### src/logic/scr_cfg.svh
`ifndef SCR_CFG_SVH
`define SCR_CFG_SVH
// ****************************************************************
// Clock, timing and register constants
// ****************************************************************
`define SCR_CLK_HZ 100000000
`define SCR_HOST_DIV13 13
`define SCR_APD_T0_S 8'd4
`define SCR_APD_T1_S 8'd32
`define SCR_APD_T2_S 8'd64
`define SCR_APD_T3_MIN 8'd4
`define SCR_APD_T3_S (`SCR_APD_T3_MIN * 8'd60)
// Configuration register indices
`define SCR_IDX_PROTECT 8'h08
`define SCR_IDX_MODE 8'h09
`define SCR_IDX_PORTABLE 8'h0a
`define SCR_IDX_FLOPPY 8'h0b
`define SCR_IDX_UART 8'h0c
`define SCR_IDX_IR 8'h0d
`define SCR_IDX_LOCK_LAST 8'h29
// Reset values
`define SCR_RST_PROTECT 8'h00
`define SCR_RST_MODE 3'h0
`define SCR_RST_PORTABLE 8'h1f
`define SCR_RST_FLOPPY 5'h0c
`define SCR_RST_UART 8'h28
`define SCR_RST_IR 8'ha3
// Host I/O addresses and key values
`define SCR_KEY_PORT_LO 16'h0250
`define SCR_KEY_PORT_HI 16'h03f0
`define SCR_TAPE_PORT 16'h03f3
`define SCR_KEY_00 8'h88
`define SCR_KEY_01 8'h89
`define SCR_KEY_10 8'h86
`define SCR_KEY_11 8'h87
`define SCR_EXIT_KEY 8'haa
// Field positions
`define SCR_B_WR_DISABLE 5
`define SCR_B_SW_PROTECT 4
`define SCR_B_LOCK 6
`define SCR_B_3MODE 5
`define SCR_B_IFCHG 4
`define SCR_B_DRVTYPE 3
`define SCR_B_RECSEL 2
`define SCR_B_FDPOL 1
`define SCR_B_DRV2 0
`define SCR_B_KEYLO 5
`define SCR_B_IRSEL 3
`define SCR_B_INFRARED_HALF_DUPLEX 3
`endif

### src/logic/scr_pkg.sv
`default_nettype none
package scr_pkg;
  // Host interface mode chosen by drive type and recording select
  typedef enum logic [1:0] {SCR_IF_COMPAT, SCR_IF_SYSTEM2, SCR_IF_AT} scr_if_mode_type;
  // Unlock key sequencer
  typedef enum logic [1:0] {SCR_KEY_IDLE, SCR_KEY_HALF, SCR_KEY_OPEN} scr_key_state_type;
endpackage : scr_pkg
`default_nettype wire

### src/logic/scr_config_regs.sv
`timescale 1ns/1ps
`default_nettype none
`include "scr_cfg.svh"
// Notes on behaviour
// Two-bit field picks power-down countdown
// Write-disable forces write gate, data inactive
// Software protect reports drive always protected
// Media id and boot drive bits stored
// Access through index then data port
// Lock bit blocks register reads and writes
// Three-mode bit enables tape register access
// Tape bits 5:4 steer reduced-write-current
// Fixed read-only chip id low nibble
// Polarity bits for portable pins, dock
// Mask bits gate extension enable per mode
// Floppy register bits 7:5 read zero
// Mode reloads at reset or change-enable
// 00 compat, 01 system2, else AT
// Drive type sets reduced-write-current polarity
// Polarity bit inverts floppy drive signals
// System2 mode reports second drive installed
// UART clock select: divide-13 or direct
// Unlock key chosen by two select bits
// IR select bit routes UART B
// Receive and transmit invert bits
// Pin selects route IR, 00/11 off
// Duplex bit picks full or half
// IR mode 00x disables, others route
// Locked: writes ignored, reads zero
// Power-down count reloads on floppy activity
module scr_config_regs
  import scr_pkg::*;
#(
  parameter logic [3:0] CHIP_ID = 4'h5, // Arbitrary identification value
  parameter int SEC_CYCLES = `SCR_CLK_HZ
) (
  input wire logic i_clk,
  input wire logic i_rstn,
  input wire logic [15:0] i_io_addr,
  input wire logic i_io_wr,
  input wire logic i_io_rd,
  input wire logic [7:0] i_io_wdata,
  output logic [7:0] o_io_rdata,
  output logic o_io_rdata_valid,
  input wire logic i_key_select_hi_strap,
  input wire logic i_floppy_activity,
  output logic o_powerdown_request,
  input wire logic i_fdc_write_gate_n,
  input wire logic i_fdc_write_data_n,
  output logic o_drive_write_gate_n,
  output logic o_drive_write_data_n,
  input wire logic i_drive_write_protect_in_n,
  output logic o_write_protected,
  output logic [1:0] o_media_id,
  output logic [1:0] o_boot_drive,
  input wire logic i_fdc_high_rate,
  output logic o_reduced_write_current_n,
  output logic o_parallel_mode_select_hi,
  output logic o_three_mode_enable,
  input wire logic i_floppy_enable_req,
  output logic o_portable_floppy_enable_out,
  input wire logic [3:0] i_parallel_mode,
  output logic o_portable_ext_enable_out,
  input wire logic i_dock_detect_in,
  output logic o_docked,
  output logic [1:0] o_host_if_mode,
  output logic o_second_drive_installed,
  output logic o_uart_a_baud_tick,
  output logic o_uart_b_baud_tick,
  input wire logic i_uart_b_sout,
  input wire logic i_uart_b_serial_in,
  input wire logic i_infrared_receive1,
  input wire logic i_infrared_receive2,
  output logic o_uart_b_sin,
  output logic o_uart_b_serial_out,
  output logic o_infrared_transmit1,
  output logic o_infrared_transmit1_oe,
  output logic o_infrared_transmit2,
  output logic o_infrared_transmit2_oe,
  output logic o_infrared_half_duplex
);
  // ****************************************************************
  // Register storage
  // ****************************************************************
  logic [7:0] cr_protect;
  logic [2:0] cr_mode; // Parallel select hi, lock, three-mode
  logic [7:0] cr_portable;
  logic [4:0] cr_floppy;
  logic [7:0] cr_uart;
  logic [7:0] cr_ir;
  logic [1:0] tape_drive_reg;
  logic [7:0] index;
  logic key_hi;
  logic strap_taken;
  scr_key_state_type key_state;
  scr_if_mode_type if_mode;
  logic config_register_lock;
  logic three_mode_enable;
  logic [15:0] key_port;
  logic [7:0] key_value;
  logic key_double;
  logic dat_wr;
  logic open;

  // Index decode used only by the read path
  function automatic logic is_known(input logic [7:0] idx);
    is_known = (idx >= `SCR_IDX_PROTECT) && (idx <= `SCR_IDX_IR);
  endfunction : is_known

  assign config_register_lock = cr_mode[1];
  assign three_mode_enable = cr_mode[0];
  assign open = (key_state == SCR_KEY_OPEN);
  // Key select: high bit is a strap, low bit lives in the UART register
  assign key_port = key_hi ? `SCR_KEY_PORT_HI : `SCR_KEY_PORT_LO;
  assign key_double = key_hi;
  always_comb begin
    case ({key_hi, cr_uart[`SCR_B_KEYLO]})
      2'b00: key_value = `SCR_KEY_00;
      2'b01: key_value = `SCR_KEY_01;
      2'b10: key_value = `SCR_KEY_10;
      default: key_value = `SCR_KEY_11;
    endcase
  end
  // Index port shares the key port address, data port sits one above
  assign dat_wr = i_io_wr && open && (i_io_addr == key_port + 16'h0001);

  // Strap sampled once after reset release, never under the reset itself
  always_ff @(posedge i_clk or negedge i_rstn) begin
    if (!i_rstn) begin
      strap_taken <= 1'b0;
      key_hi <= 1'b0;
    end else if (!strap_taken) begin
      strap_taken <= 1'b1;
      key_hi <= i_key_select_hi_strap;
    end
  end

  // ****************************************************************
  // Extended-function entry and index
  // ****************************************************************
  always_ff @(posedge i_clk or negedge i_rstn) begin
    if (!i_rstn) begin
      key_state <= SCR_KEY_IDLE;
      index <= 8'h00;
    end else if (strap_taken && i_io_wr && (i_io_addr == key_port)) begin
      case (key_state)
        SCR_KEY_IDLE: begin
          if (i_io_wdata == key_value) begin
            key_state <= key_double ? SCR_KEY_HALF : SCR_KEY_OPEN;
          end
        end
        SCR_KEY_HALF: begin
          key_state <= (i_io_wdata == key_value) ? SCR_KEY_OPEN : SCR_KEY_IDLE;
        end
        SCR_KEY_OPEN: begin
          if (i_io_wdata == `SCR_EXIT_KEY) begin
            key_state <= SCR_KEY_IDLE;
          end else begin
            index <= i_io_wdata;
          end
        end
        default: key_state <= SCR_KEY_IDLE;
      endcase
    end
  end

  // ****************************************************************
  // Register writes
  // ****************************************************************
  // Lock is one-way: once set only a hardware reset clears it
  always_ff @(posedge i_clk or negedge i_rstn) begin
    if (!i_rstn) begin
      cr_protect <= `SCR_RST_PROTECT;
      cr_mode <= `SCR_RST_MODE;
      cr_portable <= `SCR_RST_PORTABLE;
      cr_floppy <= `SCR_RST_FLOPPY;
      cr_uart <= `SCR_RST_UART;
      cr_ir <= `SCR_RST_IR;
    end else if (dat_wr && !config_register_lock) begin
      case (index)
        `SCR_IDX_PROTECT: cr_protect <= i_io_wdata;
        `SCR_IDX_MODE: cr_mode <= {i_io_wdata[7], i_io_wdata[`SCR_B_LOCK], i_io_wdata[`SCR_B_3MODE]};
        `SCR_IDX_PORTABLE: cr_portable <= i_io_wdata;
        `SCR_IDX_FLOPPY: cr_floppy <= i_io_wdata[4:0];
        `SCR_IDX_UART: cr_uart <= i_io_wdata;
        `SCR_IDX_IR: cr_ir <= i_io_wdata;
        default: cr_protect <= cr_protect;
      endcase
    end
  end

  // Tape drive register is only reachable with three-mode on
  always_ff @(posedge i_clk or negedge i_rstn) begin
    if (!i_rstn) begin
      tape_drive_reg <= 2'b00;
    end else if (i_io_wr && three_mode_enable && (i_io_addr == `SCR_TAPE_PORT)) begin
      tape_drive_reg <= i_io_wdata[5:4];
    end
  end

  // ****************************************************************
  // Register reads
  // ****************************************************************
  logic [7:0] next_rdata;
  logic next_rvalid;
  always_comb begin
    next_rdata = 8'h00;
    next_rvalid = 1'b0;
    if (i_io_rd && open && (i_io_addr == key_port)) begin
      next_rvalid = 1'b1;
      next_rdata = index;
    end else if (i_io_rd && open && (i_io_addr == key_port + 16'h0001)) begin
      next_rvalid = 1'b1;
      if (!config_register_lock && is_known(index)) begin
        case (index)
          `SCR_IDX_PROTECT: next_rdata = cr_protect;
          `SCR_IDX_MODE: next_rdata = {cr_mode, 1'b0, CHIP_ID};
          `SCR_IDX_PORTABLE: next_rdata = cr_portable;
          `SCR_IDX_FLOPPY: next_rdata = {3'b000, cr_floppy};
          `SCR_IDX_UART: next_rdata = cr_uart;
          default: next_rdata = cr_ir;
        endcase
      end
    end else if (i_io_rd && three_mode_enable && (i_io_addr == `SCR_TAPE_PORT)) begin
      next_rvalid = 1'b1;
      next_rdata = {2'b00, tape_drive_reg, 4'h0};
    end
  end

  always_ff @(posedge i_clk or negedge i_rstn) begin
    if (!i_rstn) begin
      o_io_rdata <= 8'h00;
      o_io_rdata_valid <= 1'b0;
    end else begin
      o_io_rdata <= next_rdata;
      o_io_rdata_valid <= next_rvalid;
    end
  end

  // ****************************************************************
  // Pin synchronisers
  // ****************************************************************
  // Value moves only when stages two and three agree, filtering one-cycle glitches
  localparam int NPIN = 5;
  logic [NPIN-1:0] pin_raw;
  logic [NPIN-1:0] pin_s1;
  logic [NPIN-1:0] pin_s2;
  logic [NPIN-1:0] pin_s3;
  logic [NPIN-1:0] pin_q;
  assign pin_raw = {i_drive_write_protect_in_n, i_dock_detect_in, i_infrared_receive1,
                    i_infrared_receive2, i_uart_b_serial_in};
  genvar gi;
  generate
    for (gi = 0; gi < NPIN; gi = gi + 1) begin : g_sync
      always_ff @(posedge i_clk or negedge i_rstn) begin
        if (!i_rstn) begin
          pin_s1[gi] <= 1'b1;
          pin_s2[gi] <= 1'b1;
          pin_s3[gi] <= 1'b1;
          pin_q[gi] <= 1'b1;
        end else begin
          pin_s1[gi] <= pin_raw[gi];
          pin_s2[gi] <= pin_s1[gi];
          pin_s3[gi] <= pin_s2[gi];
          if (pin_s2[gi] == pin_s3[gi]) begin
            pin_q[gi] <= pin_s3[gi];
          end
        end
      end
    end
  endgenerate

  // ****************************************************************
  // Floppy drive interface
  // ****************************************************************
  // Forcing happens at the logical level, then polarity applies to the pin
  logic fd_pol;
  logic wp_active;
  logic normal_rwc;
  logic next_rwc;
  assign fd_pol = cr_floppy[`SCR_B_FDPOL];
  assign wp_active = pin_q[4] ^ ~fd_pol;
  assign normal_rwc = cr_floppy[`SCR_B_DRVTYPE] ? i_fdc_high_rate : ~i_fdc_high_rate;
  always_comb begin
    next_rwc = normal_rwc;
    if (three_mode_enable) begin
      case (tape_drive_reg)
        2'b01: next_rwc = 1'b0;
        2'b10: next_rwc = 1'b1;
        default: next_rwc = normal_rwc;
      endcase
    end
  end

  always_ff @(posedge i_clk or negedge i_rstn) begin
    if (!i_rstn) begin
      o_drive_write_gate_n <= 1'b1;
      o_drive_write_data_n <= 1'b1;
      o_write_protected <= 1'b0;
      o_reduced_write_current_n <= 1'b1;
    end else begin
      o_drive_write_gate_n <= (cr_protect[`SCR_B_WR_DISABLE] | i_fdc_write_gate_n) ^ fd_pol;
      o_drive_write_data_n <= (cr_protect[`SCR_B_WR_DISABLE] | i_fdc_write_data_n) ^ fd_pol;
      o_write_protected <= cr_protect[`SCR_B_SW_PROTECT] | wp_active;
      o_reduced_write_current_n <= next_rwc ^ fd_pol;
    end
  end

  // Interface mode follows the bits at reset and while change is enabled
  always_ff @(posedge i_clk or negedge i_rstn) begin
    if (!i_rstn) begin
      if_mode <= SCR_IF_AT;
    end else if (cr_floppy[`SCR_B_IFCHG]) begin
      case (cr_floppy[`SCR_B_DRVTYPE:`SCR_B_RECSEL])
        2'b00: if_mode <= SCR_IF_COMPAT;
        2'b01: if_mode <= SCR_IF_SYSTEM2;
        default: if_mode <= SCR_IF_AT;
      endcase
    end
  end

  // ****************************************************************
  // Portable pins and plain configuration outputs
  // ****************************************************************
  always_ff @(posedge i_clk or negedge i_rstn) begin
    if (!i_rstn) begin
      o_portable_floppy_enable_out <= 1'b0;
      o_portable_ext_enable_out <= 1'b0;
      o_docked <= 1'b0;
      o_host_if_mode <= 2'b00;
      o_second_drive_installed <= 1'b0;
      o_media_id <= 2'b00;
      o_boot_drive <= 2'b00;
      o_parallel_mode_select_hi <= 1'b0;
      o_three_mode_enable <= 1'b0;
      o_infrared_half_duplex <= 1'b0;
    end else begin
      o_portable_floppy_enable_out <= i_floppy_enable_req ^ ~cr_portable[7];
      o_portable_ext_enable_out <= (|(i_parallel_mode & cr_portable[3:0])) ^ ~cr_portable[6];
      o_docked <= pin_q[3] ^ ~cr_portable[4];
      o_host_if_mode <= if_mode;
      o_second_drive_installed <= (if_mode == SCR_IF_SYSTEM2) && !cr_floppy[`SCR_B_DRV2];
      o_media_id <= cr_protect[3:2];
      o_boot_drive <= cr_protect[1:0];
      o_parallel_mode_select_hi <= cr_mode[2];
      o_three_mode_enable <= three_mode_enable;
      o_infrared_half_duplex <= cr_ir[`SCR_B_INFRARED_HALF_DUPLEX];
    end
  end

  // ****************************************************************
  // UART clock enables
  // ****************************************************************
  // Both UARTs share one divide-by-13 prescaler to save a counter
  logic [3:0] div13;
  logic div13_hit;
  assign div13_hit = (div13 == 4'(`SCR_HOST_DIV13 - 1));
  always_ff @(posedge i_clk or negedge i_rstn) begin
    if (!i_rstn) begin
      div13 <= 4'h0;
      o_uart_a_baud_tick <= 1'b0;
      o_uart_b_baud_tick <= 1'b0;
    end else begin
      div13 <= div13_hit ? 4'h0 : div13 + 4'h1;
      o_uart_a_baud_tick <= cr_uart[7] | div13_hit;
      o_uart_b_baud_tick <= cr_uart[6] | div13_hit;
    end
  end

  // ****************************************************************
  // UART B and infrared routing
  // ****************************************************************
  logic ir_on;
  logic tx_line;
  logic rx_pin;
  logic rx_line;
  assign ir_on = !cr_uart[`SCR_B_IRSEL] && cr_ir[2:1] != 2'b00;
  // ASK variants drive the emitter inverted
  assign tx_line = (i_uart_b_sout ^ cr_uart[0]) ^ cr_ir[2];
  always_comb begin
    case (cr_ir[5:4])
      2'b01: rx_pin = pin_q[2];
      2'b10: rx_pin = pin_q[1];
      default: rx_pin = 1'b1;
    endcase
  end
  // Half duplex blinds the receiver while UART B sends a low bit
  assign rx_line = (cr_ir[`SCR_B_INFRARED_HALF_DUPLEX] && !i_uart_b_sout) ? 1'b1 : rx_pin;

  always_ff @(posedge i_clk or negedge i_rstn) begin
    if (!i_rstn) begin
      o_uart_b_sin <= 1'b1;
      o_uart_b_serial_out <= 1'b1;
      o_infrared_transmit1 <= 1'b0;
      o_infrared_transmit1_oe <= 1'b0;
      o_infrared_transmit2 <= 1'b0;
      o_infrared_transmit2_oe <= 1'b0;
    end else begin
      if (cr_uart[`SCR_B_IRSEL]) begin
        o_uart_b_sin <= pin_q[0] ^ cr_uart[1];
      end else begin
        o_uart_b_sin <= ir_on ? (rx_line ^ cr_uart[1]) : 1'b1;
      end
      o_uart_b_serial_out <= cr_uart[`SCR_B_IRSEL] ? (i_uart_b_sout ^ cr_uart[0]) : 1'b1;
      o_infrared_transmit1 <= tx_line;
      o_infrared_transmit2 <= tx_line;
      o_infrared_transmit1_oe <= ir_on && (cr_ir[7:6] == 2'b01);
      o_infrared_transmit2_oe <= ir_on && (cr_ir[7:6] == 2'b10);
    end
  end

  // ****************************************************************
  // Automatic power-down
  // ****************************************************************
  logic [31:0] sec_cnt;
  logic sec_tick;
  logic [7:0] apd_left;
  logic [7:0] apd_load;
  assign sec_tick = (sec_cnt == 32'(SEC_CYCLES - 1));
  always_comb begin
    case ({cr_protect[7], cr_protect[6]})
      2'b00: apd_load = `SCR_APD_T0_S;
      2'b01: apd_load = `SCR_APD_T1_S;
      2'b10: apd_load = `SCR_APD_T2_S;
      default: apd_load = `SCR_APD_T3_S;
    endcase
  end
  always_ff @(posedge i_clk or negedge i_rstn) begin
    if (!i_rstn) begin
      sec_cnt <= 32'h0;
      apd_left <= `SCR_APD_T0_S;
      o_powerdown_request <= 1'b0;
    end else begin
      sec_cnt <= (sec_tick || i_floppy_activity) ? 32'h0 : sec_cnt + 32'h1;
      if (i_floppy_activity) begin
        apd_left <= apd_load;
      end else if (sec_tick && apd_left != 8'h00) begin
        apd_left <= apd_left - 8'h01;
      end
      o_powerdown_request <= (apd_left == 8'h00) && !i_floppy_activity;
    end
  end
endmodule : scr_config_regs
`default_nettype wire

### config.mk
export PLATFORM = sky130hd
export DESIGN_NAME = scr_config_regs
export DESIGN_NICKNAME = d
export VERILOG_FILES = /design/src/logic/scr_pkg.sv /design/src/logic/scr_config_regs.sv
export VERILOG_INCLUDE_DIRS = /design/src /design/src/logic
export SDC_FILE = /design/constraint.sdc
export NUM_CORES = 1
export LEC_CHECK = 0
export ABC_AREA = 1
export ABC_CLOCK_PERIOD_IN_PS = 2350
export BUFFER_PORTS_ARGS = -buffer_cell sky130_fd_sc_hd__buf_4
export CORE_MARGIN = 1.5
export CORE_UTILIZATION = 59
export CTS_CLUSTER_DIAMETER = 200
export CTS_CLUSTER_SIZE = 16
export DETAILED_ROUTE_END_ITERATION = 8
export GPL_ROUTABILITY_DRIVEN = 0
export PLACE_DENSITY = 0.77
export SETUP_SLACK_MARGIN = 0.5
export SYNTH_ARGS = -nofsm -noshare
export SYNTH_HDL_FRONTEND = slang
export SYNTH_SLANG_ARGS = --single-unit
### constraint.sdc
create_clock -name i_clk -period 2.35 [get_ports i_clk]
set_clock_uncertainty 0.15 [all_clocks]
set_input_delay 0.1175 -clock i_clk [delete_from_list [all_inputs] [get_ports i_clk]]
set_output_delay 0.1175 -clock i_clk [all_outputs]
set_load 0.01 [all_outputs]
==> metrics <==
Reg clk slew, reported paths=60 ps; R2R depth=8; Warnings, synthesis=0; Post-synth EDFFs=0; Leak=4.430 nW; Biggest register=sec_cnt; die width=114.8 µm; actual slew at the worst max-slew pin=532.7 ps; Worst Setup EP=sec_cnt[31]$_DFF_PN0_; fin crit share=0.8071; Vias per Instance=5.425; initial antenna violation count=0; FF+latch count, synth=154; worst-path fanout max=5; Cells after Synth=872; share of cells above drive strength 1=0.2620; sequential area share after synthesis=0.5295; Largest register FFs=32; Antenna Nets Post-Route=0; DR vias=6,542; worst r2r src=sec_cnt[0]$_DFF_PN0_; Synth Area per Inst=8.454 µm²; row count=40; RSZ-0062 raised after global routing=true; DP Wirelength=12.37 mm; TritonCTS clock tree=done; Area Growth Syn to Fin=30.65%; Async SR Flop Fraction=1.000; WP data required=2520 ps; Final min period=1897 ps; endpoints failing hold=0; Routed Wire Length=18.73 mm; die area=0.01317 mm²; clk sink count=154; Worst EP arrival=2070 ps; WL/cell=15.53 µm; CTS H-tree depth=4; r2r setup slk=450 ps; layout net count=1,077; crit path launch=sec_cnt[0]$_DFF_PN0_; library cells used by synthesis=40; # diodes=0; DRC Markers=0; top cell type's share of synthesized area=0.3870; outcome=finished clean; hold crit path type=primary input to asynchronous set/reset pin; commonest non-fill, non-tap cell in the layout=nand2_1; grt total ovfl=0; top_reg_cell synth=dfrtp_1; peak supply drop=0.5571 mV; pin count of the biggest net entering global routing=52; gr usage total=0.2849; dpl ws=250.4 ps; Mapped Nets=924; max_slew headroom=0.6445; reg2reg end=sec_cnt[31]$_DFF_PN0_; maxcap violations=0; Syn Std Cell Area=0.007372 mm²; Final Max Slew Viols=0; CTS Buf Count=17; first-pass GRT wire length=28.55 mm; Max Freq=527.2 MHz; Die Y=114.8 µm; setup slack after layout=453.3 ps; drt pass-1 iters=6; crit path launch type=flop; pwr dens=610.0 mW/mm²; CTS Buffer Depth=2; vias in the first global route=6,010; Root Driver=clkbuf_16; crit path capture type=flop; Setup Crit Path Kind=flop to flop; core area=0.01211 mm²; leading post-synthesis cells by cell area=dfrtp_1 39%, dfstp_2 14%, nand2_1 12%; area leader, netlist=dfrtp_1; initial core utilization=0.6087; post-route setup TNS=0 ps; I/O Buffers=78; most frequent cells in the layout=225 x nand2_1, 113 x dfrtp_1, 106 x buf_4; drt first-iter violations=662; IO Count=79; worst skew pair latency=430 ps; # setup viols final=0
routing by layer:
layer  up-vias  global-route usage  share of wire
li1       3125                   -              -
met1      3051              0.3781           0.41
met2       303              0.4603           0.49
met3        63             0.05693          0.069
met4         0              0.1267          0.032
met5         -                   0              0
cell type report:
| type | instances | area (µm²) |
|---|---|---|
| Sequential cell | 154 | 3905 |
| Multi-Input combinational cell | 614 | 3342 |
| Fill cell | 787 | 2480 |
| Timing Repair Buffer | 143 | 1230 |
| Clock buffer | 21 | 450.4 |
| Inverter | 95 | 372.9 |
| Tap cell | 168 | 210.2 |
| Clock inverter | 11 | 121.4 |
worst max-delay path, stage by stage (launching register included):
cell and delay [ps]:
dfrtp_1 410, buf_4 160, nand3_1 210, inv_1 180
nand2_1 180, nor2_2 230, nand3_1 100, nand2_1 130
nor2_4 50
synthesized netlist by cell type, drive strengths merged (2+ instances only):
cell	count
or2	2
dfrtp	114
nor3	37
inv	95
dfstp	40
nor2	118
a21oi	10
nand2	235
xor2	20
nand3b	2
buf	10
xnor2	12
nand3	48
maj3	5
ha	8
o21ai	72
a22o	2
clkbuf	2
nor3b	3
nand4	30
and3	2
timing repair:
| item | CTS | global route |
|---|---|---|
| setup endpoints to repair | 84 | 96 |
| endpoints found under the hold margin | 184 | 0 |
| buffers inserted | 10 | 13 |
| pin swaps | 6 | 17 |
| hold buffers | 27 | 0 |
| gates resized for setup | 20 | 67 |
| cloned | 2 | 4 |
worst min path at each step:
stage and end:
6_report apd_left[0]$_DFFE_PN0P_, 5_1_grt sec_cnt[26]$_DFF_PN0_, 4_1_cts sec_cnt[25]$_DFF_PN0_, 3_5_place_dp sec_cnt[26]$_DFF_PN0_, 3_3_place_gp sec_cnt[26]$_DFF_PN0_, 2_1_floorplan apd_left[0]$_DFFE_PN0P_
where the power goes:
group,switching [mW],internal (mW)
combinational,0.243,0.196
clock,1.07,1.59
sequential,0.0455,2.73
metrics by stage:
step                      utilization  std cells  power, mW  instance area [µm²]  hold slack [ps]
after floorplan                     -        872      2.970                 7372           -328.1
after global placement         0.6776       1118      3.159                 8207           -109.8
after detailed placement       0.6776       1118      3.167                 8207           -102.4
after CTS                      0.7638       1189      5.860                 9251            7.914
after global routing           0.7952       1206      6.062                 9632            48.26
final                          0.7952       1206      5.875                 9632            9.174
kinds of logic (layout without fill, tap and decap cells):
group                    count (synthesis)  count (layout)  synth area share
AND/OR/NAND/NOR                        478             481            0.2870
XOR/XNOR                                32              32           0.03802
adder cells (fa/ha/maj)                 13              13           0.02037
AO/OA/AOI/OAI                           87              87           0.06535
flip-flops                             154             154            0.5295
other                                    1               1         0.0005087
buffers and inverters                  107             270           0.05923
No activity file was read; power rests on OpenSTA's default activity.
